File: config.mk
export PLATFORM = sky130hd
export DESIGN_NAME = stn_lcd_pixel_output
export DESIGN_NICKNAME = d
export VERILOG_FILES = /design/src/common/stn_lcd_pkg.sv /design/src/logic/stn_lcd_pixel_output.sv
export SDC_FILE = /design/constraint.sdc
export NUM_CORES = 2
export LEC_CHECK = 0
export ABC_AREA = 1
export ABC_CLOCK_PERIOD_IN_PS = 5200
export BUFFER_PORTS_ARGS = -buffer_cell sky130_fd_sc_hd__clkbuf_2
export CORE_ASPECT_RATIO = 1.75
export CORE_UTILIZATION = 60
export CTS_BUF_LIST = sky130_fd_sc_hd__clkbuf_4
export DETAILED_ROUTE_END_ITERATION = 8
export PLACE_DENSITY = 0.75
export SLEW_MARGIN = 0
export SYNTH_ARGS = -nofsm -noshare
export SYNTH_HDL_FRONTEND = slang
export SYNTH_SLANG_ARGS = --single-unit
File: constraint.sdc
create_clock -name ref_clk_in -period 5.2 [get_ports ref_clk_in]
set_input_delay 0.52 -clock ref_clk_in [delete_from_list [all_inputs] [get_ports ref_clk_in]]
set_output_delay 0.52 -clock ref_clk_in [all_outputs]
set_load 0.02 [all_outputs]
File: src/common/stn_lcd_pkg.sv
// Shared constants for the monochrome STN pixel output path.
// Assumes one clock domain and register access over a plain strobe port.
// Notes on behaviour
// RL1 - Separate request lines fetch screen words and cursor words on demand.
// RL2 - Each served request delivers one whole quad-word block.
// RL3 - Source select field picks green, red plus green, or green plus external lookups.
// RL4 - Grey scaler works frame by frame on green and external lookup values.
// RL5 - Scaler always has sixteen levels; fewer bits per pixel use palette mapping.
// RL6 - Each 4-bit level becomes one pulse-width modulated output bit.
// RL7 - A quad-word holds 32 pixels, one 4-bit level per nibble.
// RL8 - Dual panel fetches alternate upper and lower quad-words.
// RL9 - Dual byte: lower half pixels on bits 0 to 3, upper half on 4 to 7.
// RL10 - Upper pixels map through green lookup, lower through external lookup.
// RL11 - Single panel drives pixel data on the upper nibble only.
// RL12 - Shift clock runs at a quarter of pixel rate, four pixels per clock period.
// RL13 - Data port can be forced to zero around panel power changes.
// RL14 - Cursor is 32 pixels wide, 2 bits each, any height, same pixel path.
// RL15 - One cursor quad-word is fetched every second raster where the cursor shows.
// RL16 - Cursor fetches sit on even rasters; odd starts need a shifted image.
// RL17 - Straddle mode shows cursor from lower raster 0 to start, upper from end.
// RL18 - Software stores a doubled image for a cursor straddling the join.
// RL19 - Software adds offset copies for odd starts, four images in all.
// RL20 - Control can enable the output path, turn off converters, select shift clock.
// RL21 - A frame counter makes on-frames rise with level; 0 off, 15 on.
package stn_lcd_pkg;
  localparam int ADDR_W = 8;
  localparam int DATA_W = 32;
  localparam int QW_W = 128;
  localparam int CTRL_W = 10;
  localparam logic [7:0] OFS_CTRL = 8'h00;
  localparam logic [7:0] OFS_CUR_START = 8'h04;
  localparam logic [7:0] OFS_CUR_END = 8'h08;
  localparam logic [7:0] OFS_CUR_X = 8'h0C;
  localparam logic [7:0] OFS_STATUS = 8'h10;
  localparam logic [1:0] LUT_GREEN = 2'h1;
  localparam logic [1:0] LUT_EXT = 2'h2;
  localparam logic [1:0] LUT_RED = 2'h3;
  localparam int CTRL_LCD_EN = 0;
  localparam int CTRL_DAC_OFF = 1;
  localparam int CTRL_SCLK_SEL = 2;
  localparam int CTRL_FORCE_ZERO = 3;
  localparam int CTRL_GREY_EN = 4;
  localparam int CTRL_DUAL = 5;
  localparam int CTRL_STRADDLE = 6;
  localparam int CTRL_CUR_LOWER = 7;
  localparam int CTRL_SRC_LSB = 8;
  localparam logic [CTRL_W-1:0] CTRL_RST = 10'h008;
  localparam int STAT_UNDERRUN = 0;
  localparam int STAT_FRAME_LSB = 4;
  localparam int STAT_LINE_LSB = 16;
  localparam logic [1:0] SRC_GREEN = 2'h0;
  localparam logic [1:0] SRC_RED_GREEN = 2'h1;
  localparam logic [1:0] SRC_GREEN_EXT = 2'h2;
  localparam int GREY_LEVELS = 16;
  localparam logic [3:0] FRAME_LAST = 4'hE;
  localparam int GROUP_PIXELS = 4;
  localparam logic [4:0] QW_LAST_GRP = 5'h1C;
  localparam int CUR_WIDTH = 32;
  typedef enum logic [1:0] {
    F_IDLE = 2'b00,
    F_UP = 2'b01,
    F_LO = 2'b11,
    F_CUR = 2'b10
  } fetch_e;
endpackage

File: src/logic/stn_lcd_pixel_output.sv
// Pixel output path for a monochrome dual or single STN panel.
// Assumes timing syncs and DMA answers come from logic on ref_clk_in.
`timescale 1ns/1ps
module stn_lcd_pixel_output #(
  parameter int PIX_DIV = 3, // Clock cycles per pixel.
  parameter int LINE_W = 10 // Line and column counter width.
) (
  input wire logic ref_clk_in, // System clock.
  input wire logic srst_in, // Synchronous reset, high.
  input wire logic clk_en_in, // Freezes all state when low.
  input wire logic [stn_lcd_pkg::ADDR_W-1:0] reg_addr_in, // Register address.
  input wire logic [stn_lcd_pkg::DATA_W-1:0] reg_wdata_in, // Write data.
  input wire logic reg_wr_in, // Write strobe.
  input wire logic reg_rd_in, // Read strobe.
  output logic [stn_lcd_pkg::DATA_W-1:0] reg_rdata_out, // Read data.
  input wire logic disp_active_in, // Active pixel region.
  input wire logic hsync_in, // Line sync.
  input wire logic vsync_in, // Frame sync.
  output logic screen_req_out, // Screen quad-word request.
  input wire logic screen_ack_in, // Screen word delivered.
  input wire logic [stn_lcd_pkg::QW_W-1:0] screen_data_in, // Screen quad-word.
  output logic cursor_req_out, // Cursor quad-word request.
  input wire logic cursor_ack_in, // Cursor word delivered.
  input wire logic [stn_lcd_pkg::QW_W-1:0] cursor_data_in, // Cursor quad-word.
  output logic [7:0] panel_data_port_out, // Panel data byte.
  output logic panel_shift_clock_out, // Pixel-group clock.
  output logic panel_frame_out, // Frame pulse to panel.
  output logic panel_load_out, // Line load to panel.
  output logic lcd_enable_out, // Output path enabled.
  output logic dac_off_out // Colour converter off.
);
  import stn_lcd_pkg::*;

  localparam int DIV_W = $clog2(PIX_DIV + 1);

  if (PIX_DIV < 1 || LINE_W < 6 || LINE_W > 16) begin : g_bad_param
    $error("Unsupported divider or counter width");
  end

  function automatic logic grey_bit(input logic [3:0] lvl, input logic [3:0] frm, input logic en);
    // Level L is on in L of every 15 frames, so 0 never and 15 always.
    return en ? (lvl > frm) : lvl[3]; // RL4 RL5 RL6 RL21
  endfunction

  function automatic logic cur_vis(input logic [LINE_W-1:0] l, input logic lower,
                                   input logic [LINE_W-1:0] s, input logic [LINE_W-1:0] e,
                                   input logic strad, input logic low_sel);
    if (strad) begin
      return lower ? (l <= s) : (l >= e); // RL17
    end
    return (lower == low_sel) && (l >= s) && (l <= e);
  endfunction

  ////////////////////////////////////////////////////////////////////////////
  // Register file.

  logic [CTRL_W-1:0] ctrl_q, ctrl_d;
  logic [LINE_W-1:0] cs_q, cs_d, cend_q, cend_d, cx_q, cx_d;
  logic [3:0] green_q [0:15];
  logic [3:0] green_d [0:15];
  logic [3:0] ext_q [0:15];
  logic [3:0] ext_d [0:15];
  logic [3:0] red_q [0:15];
  logic [3:0] red_d [0:15];
  logic [DATA_W-1:0] rdata_q, rdata_d;
  logic underrun_q, underrun_d;
  logic [LINE_W-1:0] line_q, line_d;
  logic [3:0] frame_q, frame_d;
  logic [3:0] ridx;
  logic [1:0] src;
  logic run, dual;

  assign ridx = reg_addr_in[5:2];
  assign src = ctrl_q[CTRL_SRC_LSB +: 2];
  assign run = ctrl_q[CTRL_LCD_EN];
  assign dual = ctrl_q[CTRL_DUAL];

  always_comb begin
    ctrl_d = ctrl_q;
    cs_d = cs_q;
    cend_d = cend_q;
    cx_d = cx_q;
    green_d = green_q;
    ext_d = ext_q;
    red_d = red_q;
    rdata_d = '0;
    if (reg_wr_in) begin
      case (reg_addr_in)
        OFS_CTRL: ctrl_d = reg_wdata_in[CTRL_W-1:0];
        OFS_CUR_START: cs_d = reg_wdata_in[LINE_W-1:0];
        OFS_CUR_END: cend_d = reg_wdata_in[LINE_W-1:0];
        OFS_CUR_X: cx_d = reg_wdata_in[LINE_W-1:0];
        default: begin
          if (reg_addr_in[1:0] == 2'b00) begin
            case (reg_addr_in[7:6])
              LUT_GREEN: green_d[ridx] = reg_wdata_in[3:0];
              LUT_EXT: ext_d[ridx] = reg_wdata_in[3:0];
              LUT_RED: red_d[ridx] = reg_wdata_in[3:0];
              default: ;
            endcase
          end
        end
      endcase
    end
    if (reg_rd_in) begin
      case (reg_addr_in)
        OFS_CTRL: rdata_d[CTRL_W-1:0] = ctrl_q;
        OFS_CUR_START: rdata_d[LINE_W-1:0] = cs_q;
        OFS_CUR_END: rdata_d[LINE_W-1:0] = cend_q;
        OFS_CUR_X: rdata_d[LINE_W-1:0] = cx_q;
        OFS_STATUS: begin
          rdata_d[STAT_UNDERRUN] = underrun_q;
          rdata_d[STAT_FRAME_LSB +: 4] = frame_q;
          rdata_d[STAT_LINE_LSB +: LINE_W] = line_q;
        end
        default: begin
          if (reg_addr_in[1:0] == 2'b00) begin
            case (reg_addr_in[7:6])
              LUT_GREEN: rdata_d[3:0] = green_q[ridx];
              LUT_EXT: rdata_d[3:0] = ext_q[ridx];
              LUT_RED: rdata_d[3:0] = red_q[ridx];
              default: ;
            endcase
          end
        end
      endcase
    end
  end

  always_ff @(posedge ref_clk_in) begin
    if (srst_in) begin
      ctrl_q <= CTRL_RST;
      cs_q <= '0;
      cend_q <= '0;
      cx_q <= '0;
      rdata_q <= '0;
      for (int i = 0; i < GREY_LEVELS; i++) begin
        green_q[i] <= '0;
        ext_q[i] <= '0;
        red_q[i] <= '0;
      end
    end else if (clk_en_in) begin
      ctrl_q <= ctrl_d;
      cs_q <= cs_d;
      cend_q <= cend_d;
      cx_q <= cx_d;
      rdata_q <= rdata_d;
      green_q <= green_d;
      ext_q <= ext_d;
      red_q <= red_d;
    end
  end

  assign reg_rdata_out = rdata_q;
  assign lcd_enable_out = run; // RL20
  assign dac_off_out = ctrl_q[CTRL_DAC_OFF]; // RL20

  ////////////////////////////////////////////////////////////////////////////
  // Fetch engine, raster counters and pixel output.

  fetch_e fst_q, fst_d;
  logic [DIV_W-1:0] div_q, div_d;
  logic [1:0] ph_q, ph_d;
  logic [LINE_W-1:0] x_q, x_d;
  logic [4:0] pix_q, pix_d;
  logic [QW_W-1:0] cur_up_q, cur_up_d, cur_lo_q, cur_lo_d;
  logic [QW_W-1:0] nxt_up_q, nxt_up_d, nxt_lo_q, nxt_lo_d, cbuf_q, cbuf_d;
  logic nxt_valid_q, nxt_valid_d, cur_valid_q, cur_valid_d;
  logic cur_need_q, cur_need_d, hs_q, vs_q;
  logic [7:0] data_q, data_d;
  logic sclk_q, sclk_d;
  logic tick, grp, hs_rise, vs_rise;

  assign tick = (div_q == DIV_W'(PIX_DIV - 1));
  assign grp = tick && (ph_q == 2'b00) && disp_active_in && run;
  assign hs_rise = hsync_in && !hs_q;
  assign vs_rise = vsync_in && !vs_q;

  always_comb begin
    logic [3:0] up_lvl;
    logic [3:0] lo_lvl;
    logic [3:0] lo_map;
    logic [4:0] idx;
    logic [LINE_W-1:0] cxo;
    logic [LINE_W-1:0] nl;
    logic [63:0] crow;
    logic [1:0] code;
    logic fill;
    up_lvl = '0;
    lo_lvl = '0;
    lo_map = '0;
    idx = '0;
    cxo = '0;
    nl = line_q + 1'b1;
    crow = line_q[0] ? cbuf_q[127:64] : cbuf_q[63:0];
    code = '0;
    fill = 1'b0;
    fst_d = fst_q;
    div_d = tick ? '0 : div_q + 1'b1;
    ph_d = ph_q;
    x_d = x_q;
    pix_d = pix_q;
    line_d = line_q;
    frame_d = frame_q;
    cur_up_d = cur_up_q;
    cur_lo_d = cur_lo_q;
    nxt_up_d = nxt_up_q;
    nxt_lo_d = nxt_lo_q;
    nxt_valid_d = nxt_valid_q;
    cur_valid_d = cur_valid_q;
    cbuf_d = cbuf_q;
    cur_need_d = cur_need_q;
    underrun_d = underrun_q;
    data_d = data_q;
    sclk_d = sclk_q;
    case (fst_q)
      F_IDLE: begin
        if (cur_need_q) begin
          fst_d = F_CUR;
        end else if (!nxt_valid_q && run) begin
          fst_d = F_UP; // RL1
        end
      end
      F_UP: begin
        if (screen_ack_in) begin
          nxt_up_d = screen_data_in; // RL2
          fill = !dual;
          fst_d = dual ? F_LO : F_IDLE; // RL8
        end
      end
      F_LO: begin
        if (screen_ack_in) begin
          nxt_lo_d = screen_data_in; // RL2 RL8
          fill = 1'b1;
          fst_d = F_IDLE;
        end
      end
      F_CUR: begin
        if (cursor_ack_in) begin
          cbuf_d = cursor_data_in; // RL2 RL15
          cur_need_d = 1'b0;
          fst_d = F_IDLE;
        end
      end
      default: fst_d = F_IDLE;
    endcase
    if (tick && disp_active_in && run) begin
      ph_d = ph_q + 2'b01;
    end
    if (grp) begin
      for (int k = 0; k < GROUP_PIXELS; k++) begin
        idx = pix_q + 5'(k);
        up_lvl = cur_up_q[{idx, 2'b00} +: 4]; // RL7
        lo_lvl = cur_lo_q[{idx, 2'b00} +: 4]; // RL7
        cxo = x_q + LINE_W'(k) - cx_q;
        code = crow[{cxo[4:0], 1'b0} +: 2];
        // Cursor codes 1..3 reuse the first lookup entries; 0 is transparent.
        if (cxo < LINE_W'(CUR_WIDTH) && code != 2'b00) begin
          if (cur_vis(line_q, 1'b0, cs_q, cend_q, ctrl_q[CTRL_STRADDLE], ctrl_q[CTRL_CUR_LOWER])) begin
            up_lvl = {2'b00, code}; // RL14
          end
          if (cur_vis(line_q, 1'b1, cs_q, cend_q, ctrl_q[CTRL_STRADDLE], ctrl_q[CTRL_CUR_LOWER])) begin
            lo_lvl = {2'b00, code}; // RL14 RL17
          end
        end
        case (src)
          SRC_GREEN: lo_map = green_q[lo_lvl]; // RL3
          SRC_RED_GREEN: lo_map = red_q[lo_lvl]; // RL3
          default: lo_map = ext_q[lo_lvl]; // RL3 RL10
        endcase
        data_d[7 - k] = cur_valid_q && grey_bit(green_q[up_lvl], frame_q, ctrl_q[CTRL_GREY_EN]); // RL9 RL10
        data_d[3 - k] = cur_valid_q && dual && grey_bit(lo_map, frame_q, ctrl_q[CTRL_GREY_EN]); // RL9 RL11
      end
      x_d = x_q + LINE_W'(GROUP_PIXELS);
      pix_d = pix_q + 5'(GROUP_PIXELS);
      if (pix_q == QW_LAST_GRP) begin
        cur_valid_d = nxt_valid_q;
        nxt_valid_d = 1'b0;
        cur_up_d = nxt_up_q;
        cur_lo_d = nxt_lo_q;
      end
    end
    if (fill) begin
      nxt_valid_d = 1'b1;
    end
    if (reg_wr_in && reg_addr_in == OFS_STATUS && reg_wdata_in[STAT_UNDERRUN]) begin
      underrun_d = 1'b0;
    end
    if (grp && pix_q == QW_LAST_GRP && !nxt_valid_q) begin
      underrun_d = 1'b1;
    end
    if (!run || !ctrl_q[CTRL_SCLK_SEL] || !disp_active_in) begin
      sclk_d = 1'b0;
    end else if (grp) begin
      sclk_d = 1'b1; // RL12
    end else if (tick && ph_q == 2'b10) begin
      sclk_d = 1'b0; // RL12
    end
    if (!disp_active_in) begin
      ph_d = '0;
    end
    if (vs_rise) begin
      frame_d = (frame_q == FRAME_LAST) ? 4'h0 : frame_q + 4'h1; // RL21
      line_d = '1;
    end else if (hs_rise) begin
      line_d = nl;
      x_d = '0;
      ph_d = '0;
      // A fetch on an even raster serves it and the odd raster after it.
      if (!nl[0] && (cur_vis(nl, 1'b0, cs_q, cend_q, ctrl_q[CTRL_STRADDLE], ctrl_q[CTRL_CUR_LOWER])
          || cur_vis(nl, 1'b1, cs_q, cend_q, ctrl_q[CTRL_STRADDLE], ctrl_q[CTRL_CUR_LOWER])
          || cur_vis(nl + 1'b1, 1'b0, cs_q, cend_q, ctrl_q[CTRL_STRADDLE], ctrl_q[CTRL_CUR_LOWER])
          || cur_vis(nl + 1'b1, 1'b1, cs_q, cend_q, ctrl_q[CTRL_STRADDLE], ctrl_q[CTRL_CUR_LOWER]))) begin
        cur_need_d = 1'b1; // RL15 RL16
      end
    end
    // Blanking costs nothing here, so the panel sees zeros whenever forced or disabled.
    if (ctrl_q[CTRL_FORCE_ZERO] || !run) begin
      data_d = '0; // RL13
    end
  end

  always_ff @(posedge ref_clk_in) begin
    if (srst_in) begin
      fst_q <= F_IDLE;
      div_q <= '0;
      ph_q <= '0;
      x_q <= '0;
      pix_q <= '0;
      line_q <= '0;
      frame_q <= '0;
      cur_up_q <= '0;
      cur_lo_q <= '0;
      nxt_up_q <= '0;
      nxt_lo_q <= '0;
      cbuf_q <= '0;
      nxt_valid_q <= 1'b0;
      cur_valid_q <= 1'b0;
      cur_need_q <= 1'b0;
      underrun_q <= 1'b0;
      hs_q <= 1'b0;
      vs_q <= 1'b0;
      data_q <= '0;
      sclk_q <= 1'b0;
    end else if (clk_en_in) begin
      fst_q <= fst_d;
      div_q <= div_d;
      ph_q <= ph_d;
      x_q <= x_d;
      pix_q <= pix_d;
      line_q <= line_d;
      frame_q <= frame_d;
      cur_up_q <= cur_up_d;
      cur_lo_q <= cur_lo_d;
      nxt_up_q <= nxt_up_d;
      nxt_lo_q <= nxt_lo_d;
      cbuf_q <= cbuf_d;
      nxt_valid_q <= nxt_valid_d;
      cur_valid_q <= cur_valid_d;
      cur_need_q <= cur_need_d;
      underrun_q <= underrun_d;
      hs_q <= hsync_in;
      vs_q <= vsync_in;
      data_q <= data_d;
      sclk_q <= sclk_d;
    end
  end

  assign screen_req_out = (fst_q == F_UP) || (fst_q == F_LO); // RL1
  assign cursor_req_out = (fst_q == F_CUR); // RL1
  assign panel_data_port_out = data_q;
  assign panel_shift_clock_out = sclk_q;
  assign panel_frame_out = vs_q;
  assign panel_load_out = hs_q;
endmodule // stn_lcd_pixel_output

==> flow_summary_export.csv, run 1 <==
group,metric,value,unit
yosys,yosysSeqAreaShare,35.3,%
global_route,grt_max_degree,206,
run_status,error,"[ERROR GRT-0116] Global routing finished with congestion. Check the congestion regions in the DRC Viewer.",
placed_design,place_hpwl,176000,µm
floorplanning,dieWidth,227,µm
yosys,synthFlopType,"dfxtp_1",
clocking,htree_levels,4,
floorplanning,ios,353,
yosys,synth_cells,7982,
yosys,syn_area,53200,µm²
run_status,status,"did not finish",
clocking,numCtsBuffers,207,
run_status,stop_stage,"5_1_grt",
clocking,postCtsSetupBuffers,0,
floorplanning,rows,144,
global_route,grt_util_all_layers,70.9,%
yosys,synthArstFlopShare,0,%
clocking,ctsRootBufferMaster,"clkbuf_4",
placed_design,gp_congestion,1.16,
yosys,ys_warn_count,0,
global_route,overflow,1,
clocking,clock_sinks,938,
global_route,grt_pass1_vias,70625,
yosys,synth.avg_cell_area,6.67,µm²
clocking,clock_path_buffers,3,
floorplanning,dieHeight,396,µm
yosys,synth_edf_count,0,
placed_design,dp.cells,9306,
placed_design,port_buffers,318,
global_route,grt_pass1_wl,473000,µm
yosys,synth-seq-cells,938,
yosys,yosys.cell_types.count,63,
floorplanning,initial_core_util,60.5,%
==> cells in the mapped netlist, types with 94 or more instances <==
cell type,number,area (µm²)
a21oi_1,810,4050
dfxtp_1,938,18800
inv_1,517,1940
a22oi_1,94,706
nor2_1,1104,4140
o21ai_0,1055,5280
clkbuf_1,355,1330
o211ai_1,273,2050
nand3_1,951,4760
nand2_1,1127,4230
buf_2,138,691
ha_1,119,1490
==> per-stage QoR <==
stage | instance area (µm²) | setup WS (ns) | util, %
floorplan | 53300 | 0.936 | -
global placement | 57600 | 0.167 | 65.5
detailed placement | 57600 | 0.151 | 65.5
CTS | 63300 | 0.165 | 72.0
==> kinds of logic after synthesis <==
kind of cell	synth area share, %
simple gates	26.4
compound gates	25.0
buf+inv	9.44
flops	35.3
fa+ha+maj	3.17
xor+xnor	0.588
other cells	0.0141
mux	0.0188
==> layer usage <==
layer  global-route usage [%]  GRT overflow
met4                     76.3             1
met1                     70.9             0
met2                     91.5             0
met5                     8.45             0
met3                     48.0             0
==> what timing repair did <==
item,in CTS
hold buffers,294
hold endpoints to repair,551
resized for setup,0
==> run 2: changes to the inputs <==
--- a/config.mk
+++ b/config.mk
@@ -8,11 +8,9 @@
 export ABC_AREA = 1
 export ABC_CLOCK_PERIOD_IN_PS = 5200
 export BUFFER_PORTS_ARGS = -buffer_cell sky130_fd_sc_hd__clkbuf_2
-export CORE_ASPECT_RATIO = 1.75
-export CORE_UTILIZATION = 60
-export CTS_BUF_LIST = sky130_fd_sc_hd__clkbuf_4
+export CORE_UTILIZATION = 40
 export DETAILED_ROUTE_END_ITERATION = 8
-export PLACE_DENSITY = 0.75
+export PLACE_DENSITY_LB_ADDON = 0.15
 export SLEW_MARGIN = 0
 export SYNTH_ARGS = -nofsm -noshare
 export SYNTH_HDL_FRONTEND = slang
==> run 2 against run 1 <==
Synthesized area did not move. Synthesized cell count did not move. The run now ends clean.
==> flow_summary_export.csv, run 2 <==
group,metric,value,unit
worst_setup_path,timing.rr.start,"cx_q[3]",
drt,wl_per_cell,22.8,µm
yosys,yosys.cell_types.count,63,
floorplanning,dieWidth,367,µm
yosys,yosysSeqAreaShare,35.3,%
yosys,synth.avg_cell_area,6.67,µm²
timing,fmax,0.199,GHz
hold_path,min_path_type,"in2reg",
timing,setup_viol,0,
worst_setup_path,end_kind,"flip-flop",
yosys,synth_cells,7982,
flow_run,drv_cap,0,
timing,finalHoldViolations,0,
worst_setup_path,cp_max_fo,7,
yosys,synth-simple-area-share,26.4,%
cells_and_area,multiInputGateArea,30000,µm²
clocking,numCtsBuffers,105,
timing,fin_ws,0.170,ns
power_and_ir_drop,p_leak,23.6,nW
power_and_ir_drop,ir_drop,0.000268,V
clocking,cts_tree,"done",
yosys,synth_compound_area_share,25.0,%
timing,worst_pin_slew,1.15,ns
power_and_ir_drop,power,0.0175,W
yosys,synth_top_area_share,35.3,%
cells_and_area,syn_to_final_growth,18.3,%
worst_setup_path,crit_family,"simple AND/OR/NAND/NOR gates",
worst_setup_path,cpMostUsedCell,"a21oi_1",
global_route,overflow,0,
yosys,syn_area,53200,µm²
clocking,clock_path_buffers,3,
placed_design,port_buffers,318,
worst_setup_path,crit_type,"reg2reg",
cells_and_area,final.fill_count,13587,
hold_path,hp-start,"screen_data_in[115]",
clocking,htree_levels,3,
yosys,ys_warn_count,0,
yosys,synth_edf_count,0,
worst_setup_path,r2r.worst_path.cells,29,
worst_setup_path,crit_buf_inv,6,
yosys,synthTopCellsByCount,"nand2_1 (1127), nor2_1 (1104), o21ai_0 (1055), nand3_1 (951), dfxtp_1 (938)",
run_status,status,"complete, no violations",
yosys,synth_xor_xnor_area_share,0.588,%
yosys,synthMuxAreaShare,0.0188,%
floorplanning,initial_core_util,40.4,%
drt,initialDrtViolationCount,6182,
placed_design,place_hpwl,163000,µm
timing,slew_viol_final,0,
worst_setup_path,r2r_slack,0.17,ns
timing,whs,0.0338,ns
global_route,grt_util_all_layers,33.0,%
hold_path,holdPathStages,3,
timing,timing.final.crit_period,5.03,ns
floorplanning,dieArea,135000,µm²
worst_setup_path,arrival,5.58,ns
placed_design,gp_congestion,0.995,
cells_and_area,seq_area,18800,µm²
timing,finalCritPeriodShare,96.7,%
global_route,antenna_found_initial,10,
drt,drt_pass1_iterations,7,
cells_and_area,final_common_cell,"nand2_1",
drt,routed_wl,231000,µm
clocking,clkLatencyLatePin,0.76,ns
drt,ant_nets,0,
placed_design,dpl_worst_slack,0.0385,ns
timing,finClkSkew,0.0583,ns
yosys,yosysTopAreaCell,"dfxtp_1",
global_route,grt_pass1_vias,53066,
power_and_ir_drop,power.density,278,nW/µm²
hold_path,hold-path-endpoint,"nxt_lo_q[115]",
yosys,synth_fa_ha_area_share,3.17,%
floorplanning,dieHeight,367,µm
global_route,grt_pass1_wl,340000,µm
floorplanning,core_region_area,132000,µm²
yosys,synth-seq-cells,938,
cells_and_area,layout-drive-gt1-share,13.2,%
yosys,synth_most_common_cell,"nand2_1",
worst_setup_path,critPathMaxStageDelay,0.62,ns
drt,route.vias.total,57986,
floorplanning,ios,353,
timing,slew_headroom,23.2,%
worst_setup_path,crit_path_top_delay_cell,"fa_2",
worst_setup_path,r2r_end,"panel_data_port_out[0]",
floorplanning,rows,133,
clocking,clock_sinks,938,
yosys,synth_top_cells_by_area,"dfxtp_1 (35%), o21ai_0 (9.9%), nand3_1 (8.9%)",
drt,drc_errors,0,
clocking,ctsRootBufferMaster,"clkbuf_16",
yosys,synth_top_family_by_area,"simple AND/OR/NAND/NOR gates",
drt,viasPerCell,5.74,
worst_setup_path,start_kind,"flip-flop",
cells_and_area,fin_nets,8695,
yosys,synthFlopType,"dfxtp_1",
cells_and_area,layout_common_cells,"nand2_1 (1115), nor2_1 (1100), o21ai_0 (1051)",
clocking,path_clk_slew,0.06,ns
global_route,grt_max_degree,219,
worst_setup_path,critical_path_required,5.75,ns
yosys,synthArstFlopShare,0,%
timing,rsz0062_at_grt,"yes",
## run 2: how the worst max path moves through the flow
stage | end | from | cells after the start
2_1_floorplan | panel_data_port_out[1] | cx_q[0] | 30
3_3_place_gp | panel_data_port_out[2] | cx_q[3] | 34
3_5_place_dp | panel_data_port_out[0] | cx_q[3] | 30
4_1_cts | panel_data_port_out[0] | cx_q[3] | 30
5_1_grt | panel_data_port_out[1] | cx_q[3] | 33
6_report | panel_data_port_out[0] | cx_q[3] | 29
## run 2: logic make-up after synthesis
family                   count (synthesis)
AO/OA/AOI/OAI                         2403
XOR/XNOR                                34
adder cells (fa/ha/maj)                129
buffers and inverters                 1170
flip-flops                             938
multiplexers                             1
other                                    2
AND/OR/NAND/NOR                       3305
## run 2: metrics by stage
| step | utilization, % | setup TNS [ns] | cells | cell area (µm²) |
|---|---|---|---|---|
| 2_1_floorplan | - | 0 | 7997 | 53300 |
| 3_3_place_gp | 44.2 | 0 | 9860 | 58200 |
| 3_5_place_dp | 44.2 | 0 | 9860 | 58200 |
| 4_1_cts | 47.3 | 0 | 10089 | 62300 |
| 5_1_grt | 47.8 | -0.121 | 10109 | 63000 |
| 6_report | 47.8 | 0 | 10109 | 63000 |
## run 2: repair_timing
item                                    CTS  global route
cloned                                    0             3
hold buffers                             33             0
hold endpoints to repair                 36             0
resized for setup                         2           104
endpoints found under the setup margin    2             8
buffers inserted                          0            12
pin swaps                                 1            29
## run 2: final cells by class
type | instances | share of cell area, %
inverter | 558 | 3.37
clock buffer | 148 | 4.83
tap | 1755 | 3.49
clock inverter | 48 | 1.11
antenna | 5 | 0.0199
timing repair buffer | 767 | 9.71
sequential | 938 | 29.8
multi-input combinational | 5890 | 47.6
## run 2: where the power goes
part	leakage, nW	switching, W	internal, W
registers	7.56	0.0000850	0.00730
clock network	1.82	0.00335	0.00470
logic	14.3	0.00136	0.000717
## run 2: routing by layer
layer / global-route usage (%) / up-vias / part of all wire (%)
met5: 0 / - / 0.012
met4: 16.9 / 4 / 5.6
met3: 5.74 / 545 / 8.3
met2: 51.2 / 2552 / 44
met1: 43.9 / 27173 / 42
li1: - / 27712 / -
## run 2: worst reg2reg max path, delay by kind of cell, from the launching register on
kind	cells	cell delay (ns)
xor+xnor	1	0.21
fa+ha+maj	3	1.12
buf+inv	6	0.70
flops	1	0.34
compound gates	9	1.10
simple gates	10	1.41
(Power assumes the default switching activity.)
